### src/va_region_defs.vh
// Field positions, region codes and cachability codes for the region decoder
`ifndef VA_REGION_DEFS_VH
`define VA_REGION_DEFS_VH
`define VA_REGION_HI      63
`define VA_REGION_LO      62
`define VA_FILLER_HI      61
`define VA_FILLER_LO      48
`define VA_PAGE_HI        47
`define VA_CACHE_HI       61
`define VA_CACHE_LO       59
`define VA_KP_ZERO_HI     58
`define VA_KP_ZERO_LO     40
`define PA_HI             39
`define REGION_USER       2'b00
`define REGION_KPRIVATE   2'b01
`define REGION_KDIRECT    2'b10
`define REGION_KGLOBAL    2'b11
`define CACHE_EXCL_WRITE  3'b101
`define CACHE_EXCL        3'b100
`define CACHE_NONCOH      3'b011
`define CACHE_UNC_SEQ     3'b010
`define CACHE_UNC_COP     3'b000
`define FILLER_ZERO       14'h0000
`define FILLER_ONES       14'h3fff
`define KP_ZERO_FIELD     19'h00000
`define SPACE_ID_W        8
`endif

### src/fetch_id_compare.v
// Fetch cache space identifier compare stage
`timescale 1ns/1ps
module fetch_id_compare (
  input  wire       sys_clk_i,
  input  wire       sys_rst_i,
  input  wire       fetch_valid_i,
  input  wire [7:0] fetch_space_identifier_i,
  input  wire [7:0] fetch_tag_space_identifier_i,
  output reg        fetch_id_match_o
);
  always @(posedge sys_clk_i or posedge sys_rst_i) begin
    if (sys_rst_i) begin
      fetch_id_match_o <= 1'b0;
    end else begin
      fetch_id_match_o <= fetch_valid_i &&
        (fetch_space_identifier_i == fetch_tag_space_identifier_i);
    end
  end
endmodule // fetch_id_compare

### src/virtual_address_region_decoder.v
// Virtual address region decoder with privilege and filler checks
`timescale 1ns/1ps
`include "va_region_defs.vh"
// Notes on behaviour
// - An address splits into region 63:62, filler 61:48 and page+offset 47:0.
// - Region 00 is user, 01 kernel private, 10 kernel direct, 11 kernel global.
// - Only kernel and user privilege exist.
// - In user mode any region other than 00 is an address error.
// - User and kernel private addresses with nonzero filler are errors.
// - Kernel global accepts all-zero or all-one filler as the same address.
// - User and kernel private translate via TLB with the translation id.
// - Kernel global translates via TLB with no space identifier.
// - Kernel direct bypasses the TLB; physical 39:0 equals virtual 39:0.
// - Kernel direct cachability comes from filler bits 61:59.
// - Kernel direct codes outside the five sub-ranges are errors.
// - Translated regions take coherency from the matching TLB entry.
// - TLB compares translation id with entry tag, independent of fetch id.
// - Kernel mode, base register zero, negative offset forces region 11.
module virtual_address_region_decoder (
  input  wire        sys_clk_i,
  input  wire        sys_rst_i,
  input  wire        lookup_valid_i,
  input  wire [63:0] virtual_address_i,
  input  wire        kernel_mode_i,
  input  wire        base_is_zero_reg_i,
  input  wire        offset_negative_i,
  input  wire [7:0]  translation_space_identifier_i,
  input  wire [7:0]  entry_space_identifier_i,
  input  wire [2:0]  entry_coherency_i,
  input  wire        fetch_valid_i,
  input  wire [7:0]  fetch_space_identifier_i,
  input  wire [7:0]  fetch_tag_space_identifier_i,
  output reg         lookup_valid_o,
  output reg         address_error_o,
  output reg  [1:0]  region_o,
  output reg         use_tlb_o,
  output reg         use_space_id_o,
  output reg  [7:0]  space_identifier_o,
  output reg  [47:0] virtual_page_number_o,
  output reg         tlb_id_match_o,
  output reg  [39:0] physical_address_o,
  output reg  [2:0]  coherency_o,
  output wire        fetch_id_match_o
);
  // Legal cachability code within kernel direct space
  function cache_code_ok;
    input [2:0] code;
    begin
      case (code)
        `CACHE_EXCL_WRITE, `CACHE_EXCL, `CACHE_NONCOH,
        `CACHE_UNC_SEQ, `CACHE_UNC_COP: cache_code_ok = 1'b1;
        default: cache_code_ok = 1'b0;
      endcase
    end
  endfunction

  // Regions that are looked up in the translation buffer
  function region_uses_tlb;
    input [1:0] region;
    begin
      case (region)
        `REGION_USER, `REGION_KPRIVATE,
        `REGION_KGLOBAL: region_uses_tlb = 1'b1;
        default: region_uses_tlb = 1'b0;
      endcase
    end
  endfunction

  // Regions whose address is extended with the translation id
  function region_uses_id;
    input [1:0] region;
    begin
      case (region)
        `REGION_USER, `REGION_KPRIVATE: region_uses_id = 1'b1;
        default: region_uses_id = 1'b0;
      endcase
    end
  endfunction

  localparam FILLER_W = `VA_FILLER_HI - `VA_FILLER_LO + 1;
  localparam HIGH_W   = `VA_KP_ZERO_HI - `VA_KP_ZERO_LO + 1;

  reg  [1:0]  region_next;
  reg         error_next;
  reg         tlb_next;
  reg         space_identifier_next;
  reg  [2:0]  coh_next;
  reg         err_priv;
  reg         err_filler;
  reg         err_global;
  reg         err_code;
  reg         err_high;
  wire [13:0] filler = virtual_address_i[`VA_FILLER_HI:`VA_FILLER_LO];
  wire [47:0] page = virtual_address_i[`VA_PAGE_HI:0];
  wire [2:0]  direct_code = virtual_address_i[`VA_CACHE_HI:`VA_CACHE_LO];
  wire [18:0] direct_high = virtual_address_i[`VA_KP_ZERO_HI:`VA_KP_ZERO_LO];
  wire        force_global = kernel_mode_i && base_is_zero_reg_i &&
                             offset_negative_i;
  wire [13:0] filler_any;
  wire [13:0] filler_all;
  wire [18:0] high_any;
  wire        filler_zero;
  wire        filler_ones;
  wire        lookup_ok;
  genvar      fb;
  genvar      hb;

  // Running OR and AND over the filler, lowest bit first
  generate
    for (fb = 0; fb < FILLER_W; fb = fb + 1) begin : g_filler
      if (fb == 0) begin : g_first
        assign filler_any[fb] = filler[fb];
        assign filler_all[fb] = filler[fb];
      end else begin : g_chain
        assign filler_any[fb] = filler_any[fb-1] | filler[fb];
        assign filler_all[fb] = filler_all[fb-1] & filler[fb];
      end
    end
  endgenerate
  assign filler_zero = !filler_any[FILLER_W-1];
  assign filler_ones = filler_all[FILLER_W-1];

  // Same chain over the bits that must stay clear in kernel direct space
  generate
    for (hb = 0; hb < HIGH_W; hb = hb + 1) begin : g_high
      if (hb == 0) begin : g_first
        assign high_any[hb] = direct_high[hb];
      end else begin : g_chain
        assign high_any[hb] = high_any[hb-1] | direct_high[hb];
      end
    end
  endgenerate

  // Alignment and base-region checks stay with the address generator
  always @* begin
    region_next = virtual_address_i[`VA_REGION_HI:`VA_REGION_LO];
    // Kernel-only forcing; user keeps its bits so the check below trips
    if (force_global) begin
      region_next = `REGION_KGLOBAL;
    end
    err_priv   = 1'b0;
    err_filler = 1'b0;
    err_global = 1'b0;
    err_code   = 1'b0;
    err_high   = 1'b0;
    coh_next   = entry_coherency_i;
    case (region_next)
      `REGION_USER, `REGION_KPRIVATE: begin
        err_filler = !filler_zero;
      end
      `REGION_KGLOBAL: begin
        // Both filler forms name one address, a mix names none
        err_global = !filler_zero && !filler_ones;
      end
      `REGION_KDIRECT: begin
        coh_next = direct_code;
        err_code = !cache_code_ok(direct_code);
        err_high = high_any[HIGH_W-1];
      end
      default: err_code = 1'b1;
    endcase
    // Only two privilege levels: user may touch region 00 alone
    if (!kernel_mode_i && (region_next != `REGION_USER)) begin
      err_priv = 1'b1;
    end
    error_next = err_priv   ||
                 err_filler ||
                 err_global ||
                 err_code   ||
                 err_high;
    tlb_next   = region_uses_tlb(region_next);
    space_identifier_next  = region_uses_id(region_next);
  end

  // An erroring lookup must reach neither the buffer nor the space id use; the tlb_id_match_o compare is not gated
  assign lookup_ok = lookup_valid_i && !error_next;

  // Qualifier and error flags
  always @(posedge sys_clk_i or posedge sys_rst_i) begin
    if (sys_rst_i) begin
      lookup_valid_o  <= 1'b0;
      address_error_o <= 1'b0;
      use_tlb_o       <= 1'b0;
      use_space_id_o  <= 1'b0;
      tlb_id_match_o  <= 1'b0;
    end else begin
      lookup_valid_o  <= lookup_valid_i;
      // Error flagged alongside the lookup result, same cycle
      address_error_o <= lookup_valid_i && error_next;
      use_tlb_o       <= lookup_ok && tlb_next;
      use_space_id_o  <= lookup_ok && space_identifier_next;
      tlb_id_match_o  <= !space_identifier_next ||
        (translation_space_identifier_i == entry_space_identifier_i);
    end
  end

  // Address, id and attribute fields; loaded every edge, valid or not
  always @(posedge sys_clk_i or posedge sys_rst_i) begin
    if (sys_rst_i) begin
      region_o              <= `REGION_USER;
      space_identifier_o    <= 8'h00;
      virtual_page_number_o <= 48'h0;
      physical_address_o    <= 40'h0;
      coherency_o           <= 3'h0;
    end else begin
      region_o              <= region_next;
      space_identifier_o    <= space_identifier_next ?
                               translation_space_identifier_i : 8'h00;
      // Both kernel global filler forms yield the same page number
      virtual_page_number_o <= page;
      physical_address_o    <= virtual_address_i[`PA_HI:0];
      coherency_o           <= coh_next;
    end
  end

  fetch_id_compare u_fetch_id_compare (
    .sys_clk_i                    (sys_clk_i),
    .sys_rst_i                    (sys_rst_i),
    .fetch_valid_i                (fetch_valid_i),
    .fetch_space_identifier_i     (fetch_space_identifier_i),
    .fetch_tag_space_identifier_i (fetch_tag_space_identifier_i),
    .fetch_id_match_o             (fetch_id_match_o)
  );
endmodule // virtual_address_region_decoder

### config.mk
export PLATFORM = sky130hd
export DESIGN_NAME = virtual_address_region_decoder
export DESIGN_NICKNAME = d
export VERILOG_FILES = /design/src/fetch_id_compare.v /design/src/virtual_address_region_decoder.v
export VERILOG_INCLUDE_DIRS = /design/src
export SDC_FILE = /design/constraint.sdc
export NUM_CORES = 1
export LEC_CHECK = 0
export BUFFER_PORTS_ARGS = -buffer_cell sky130_fd_sc_hd__clkbuf_2
export CORE_MARGIN = 8
export CORE_UTILIZATION = 38
export DETAILED_ROUTE_END_ITERATION = 10
export HOLD_SLACK_MARGIN = 0.06
export MAX_ROUTING_LAYER = met4
export PLACE_DENSITY = 0.81
export SLEW_MARGIN = 20
export SYNTH_ARGS = -nofsm -noshare
export SYNTH_HDL_FRONTEND = slang
export SYNTH_HIERARCHICAL = 1
export SYNTH_SLANG_ARGS = --single-unit
### constraint.sdc
create_clock -name sys_clk_i -period 2.4 [get_ports sys_clk_i]
set_clock_uncertainty 0.2 [all_clocks]
set_input_delay 0.12 -clock sys_clk_i [delete_from_list [all_inputs] [get_ports sys_clk_i]]
set_output_delay 0.12 -clock sys_clk_i [all_outputs]
set_load 0.01 [all_outputs]
; ---- Yosys cells after proc, flatten, opt, wreduce, memory -nomap -nowiden
; Index checks and enable logic that the tools add are counted.
[op_classes]
muxes = 12
reduce_logical = 25
eq_ne = 9
bitwise = 44
[op_table]
columns = cell, n
row1 = bitwise OR 1 bit, 31
row2 = == test 8 bit, 2
row3 = AND 1 bit, 13
row4 = logical AND 1 bit, 9
row5 = 2-to-1 mux 1 bit, 9
row6 = 2-to-1 mux 8 bit, 1
row7 = == test 3 x 2 -> 1 bit (second input constant), 2
row8 = == test 3 bit (second input constant), 2
row9 = zero test 1 bit, 5
row10 = logical OR 1 bit, 5
row11 = OR reduction 5 bit, 1
row12 = == test 2 bit (second input constant), 2
row13 = zero test 3 bit, 1
row14 = 2-to-1 mux 3 bit, 1
row15 = OR reduction 3 bit, 1
row16 = == test 2 x 1 -> 1 bit (second input constant), 1
row17 = zero test 2 bit, 1
row18 = 2-to-1 mux 2 bit, 1
row19 = nonzero test 2 bit, 1
row20 = OR reduction 2 bit, 1
[totals]
reg_bits = 107
output_inout_bits = 107
wordCells = 101
inputBits = 106

; ---- Depth between registers and ports, before layout
[logic_depth]
ltp_word = 23
mapped_depth = 5
mapped_depth_nobuf = 5

; ---- Modules after synthesis
; The synthesis kept the hierarchy.
[modules_own_cells]
columns = mod, seq_area_each_um2, area_per_inst_um2, cells_each, instances
row1 = virtual_address_region_decoder, 1651.6, 2318.5, 163, 1
row2 = fetch_id_compare, 25.0, 123.9, 14, 1

; ---- Worst setup path before layout
; No wires, ideal clock.
[synth_timing]
kind = input to register
start = input port virtual_address_i[43]
end = register address_error_o
path_stages = 4
arrival_time_ns = 1.264
t_required_ns = 2.076
setup_slack_ns = 0.812
n_path_buf = 0
setup_time_ns = 0.124
path_cell_list = or4_4 a2111oi_4 a21oi_1 o31a_1
[synth_between]
elab_chain_len = 19
[synth_rtl]
columns = item, line_no
row1 = "start, declared", virtual_address_region_decoder.v:23  ; input wire [63:0] virtual_address_i,
row2 = bitwise OR 1 bit (16 in series), virtual_address_region_decoder.v:129  ; assign high_any[hb] = high_any[hb-1] | direct_high[hb];
row3 = 2-to-1 mux 1 bit, virtual_address_region_decoder.v:147  ; case (region_next)
row4 = logical OR 1 bit, virtual_address_region_decoder.v:169  ; err_code ||
row5 = logical AND 1 bit, virtual_address_region_decoder.v:189  ; address_error_o <= lookup_valid_i && error_next;
row6 = "end signal, assigned", virtual_address_region_decoder.v:189
row7 = "end, declared", virtual_address_region_decoder.v:34  ; output reg address_error_o,
; No other way between the ends.

; ---- Final worst setup path
[layout_timing]
start = input port translation_space_identifier_i[1]
end = register tlb_id_match_o
[layout_between]
elab_chain_len = 2
[layout_rtl]
columns = item, line_no
row1 = "start, declared", virtual_address_region_decoder.v:27  ; input wire [7:0] translation_space_identifier_i,
row2 = == test 8 bit, virtual_address_region_decoder.v:193  ; (translation_space_identifier_i == entry_space_identifier_i);
row3 = logical OR 1 bit, virtual_address_region_decoder.v:192  ; tlb_id_match_o <= !space_identifier_next ||
row4 = "end signal, assigned", virtual_address_region_decoder.v:192
row5 = "end, declared", virtual_address_region_decoder.v:40  ; output reg tlb_id_match_o,
; No other way between the ends.

==> impl_metrics.tcl <==
set metrics [dict create \
    finalCriticalPeriod_ns 2.29 \
    hpwl_mm 6.49 \
    synth_edf_count 0 \
    root_buffer "clkbuf_8" \
    crit_chain "dlygate4sd3_1 > clkbuf_2 > xnor2_1 > nand4_1 > dlygate4sd3_1 > o21ai_0 > dlygate4sd3_1" \
    routed_wl_mm 9.24 \
    p_leak_nw 2.32 \
    synth_cell_types 26 \
    cts_setup_buffers 0 \
    gp_congestion 0.749 \
    slew_headroom 0.730 \
    io_buffers 212 \
    yosysSeqAreaShare 0.686 \
    syn_area_um2 2440 \
    yosysWarnings 6 \
    setup_viol 0 \
    clkTransAtPathRegs_ns 0.07 \
    ios 213 \
    cp.arrival_ns 2.35 \
    cpMostUsedCell "dlygate4sd3_1" \
    syn_avg_cell_area_um2 13.8 \
    whs_ns 0.113 \
    track_usage 0.201 \
    die_x_um 96.2 \
    cp-start-kind "input pin" \
    critical-path-top-delay-family "buffers and inverters" \
    grt_pass1_wl_mm 13.4 \
    rows 29 \
    ys_ff_latch 67 \
    crit_type "in2reg" \
    cp_num_buf_inv 4 \
    max_stage_delay_ns 0.58 \
    synthCells 177 \
    vias 2316 \
    drtAntennaViolNets 0 \
    hold_buffers 81 \
    yosys-top-cells-area "dfrtp_1 69%, buf_4 12%, xnor2_1 5.7%" \
    fmax_mhz 436 \
    crit_path_max_fanout 2 \
    fin_util 0.699 \
    drv_cap 0 \
    overflow 0 \
    core_um2 6280 \
    drive_above_1_share 0.527 \
    grt_max_degree 33 \
    nets 549 \
    rsz0062_at_grt "no" \
    numCtsBuffers 9 \
    wl_per_cell_um 17.6 \
    antennaDiodeCount 0 \
    finalHoldViolations 0 \
    first_global_vias 2697 \
    initialDrtViolationCount 31 \
    synth_nets 283 \
    slew_violations 0 \
    synthArstFlopShare 1.00 \
    synth_top_area_frac 0.686 \
    fin_setup_tns_ns 0 \
    yosysTopAreaCell "dfrtp_1" \
    drcViolationCount 0 \
    max_slew.worst_pin.slew_ns 0.406 \
    die_area_um2 9250 \
    cts_resized 0 \
    ys_top_cells_by_count "67 x dfrtp_1, 40 x buf_4, 16 x xnor2_1, 11 x nand2_1, 8 x and2_1" \
    antenna_found_initial 0 \
    cpMaxStageDelayCell "dlygate4sd3_1" \
    cp-end-kind "register" \
    clock_path_buffers 2 \
    status "complete, no violations" \
    die_h_um 96.2 \
    finalCritPeriodShare 0.955 \
    via_per_inst 4.41 \
    synth_ff_type "dfrtp_1" \
    cts.sinks 67 \
    initial_core_util 0.389 \
    dr.pass1.iters 4 \
    peakVddDrop_mv 0.374 \
    powerDensity_nw_per_um2 647 \
    htreeDepth 3 \
    cts_tree "yes" \
    synth_most_common_cell "dfrtp_1" \
    syn_to_final_growth_pct 79.7 \
    cp.required_ns 2.46 \
    hp-class "in2reg" \
]
cell families (layout without fill, tap and decap cells):
logic type / count (synthesis) / in the layout / synth area share
compound gates: 8 / 8 / 0.0318
xor+xnor: 16 / 16 / 0.0574
buf+inv: 45 / 316 / 0.131
flops: 67 / 67 / 0.686
simple gates: 41 / 41 / 0.0938
metrics by stage:
step                power [mW]  instance area (µm²)  std cells  setup slack, ns
floorplan                 1.40                 2440        177            0.425
global placement          1.57                 3320        428            0.685
detailed placement        1.58                 3320        428            0.674
CTS                       2.87                 4390        525            0.181
global route              2.97                 4390        525           0.0362
finish                    2.84                 4390        525            0.107
sequential cells by signal, indices dropped and copies added, names as in the netlist:
signal / count
lookup_valid_o: 1
use_tlb_o: 1
space_identifier_o: 8
use_space_id_o: 1
physical_address_o: 39
coherency_o: 3
u_fetch_id_compare/fetch_id_match_o: 1
virtual_page_number_o: 9
tlb_id_match_o: 1
region_o: 2
address_error_o: 1
cell usage in the layout (no fill, tap or decap), drive strengths merged, types with 2 or more instances in the layout:
master / Yosys / final
inv: 4 / 4
dlygate4sd3: 0 / 81
bufinv: 0 / 3
dfrtp: 67 / 67
or4: 2 / 2
buf: 40 / 3
xnor2: 16 / 16
nor4: 4 / 4
clkbuf: 1 / 224
nor2: 3 / 3
nand2: 11 / 11
and2: 8 / 8
nor3: 3 / 3
nand4: 6 / 6
final timing paths:
check / slack [ns] / from / depth (start not counted) / endpoint
max: 0.11 / translation_space_identifier_i[1] / 7 / tlb_id_match_o
min: 0.11 / offset_negative_i / 4 / space_identifier_o[3]
max in group asynchronous: 0.65 / sys_rst_i / 5 / physical_address_o[8]
min in group asynchronous: 0.59 / sys_rst_i / 4 / u_fetch_id_compare/fetch_id_match_o
metal layers:
layer	routed length, µm	track usage	part of all wire
met1	3250	0.196	0.35
met2	4960	0.368	0.54
met3	984	0.0671	0.11
met4	51	0.0538	0.0055
met5	0	-	0
final cells by class:
class / instances / area [µm²]
Inverter: 4 / 15.0
Tap cell: 77 / 96.3
Fill cell: 437 / 1890
Clock inverter: 4 / 95.1
Clock buffer: 12 / 165
Timing Repair Buffer: 296 / 1890
Sequential cell: 67 / 1680
Multi-Input combinational cell: 65 / 447
worst min-delay path, cell delays in order:
cell and delay [ns]:
clkbuf_2 0.09, a31oi_1 0.08, buf_4 0.15, and2_1 0.16
power breakdown:
group	total, mW	internal [mW]	switching [mW]
registers	1.22	1.19	0.0272
clock network	1.17	0.774	0.395
logic	0.457	0.247	0.210
total	2.84	2.21	0.632
(Power assumes the default switching activity.)
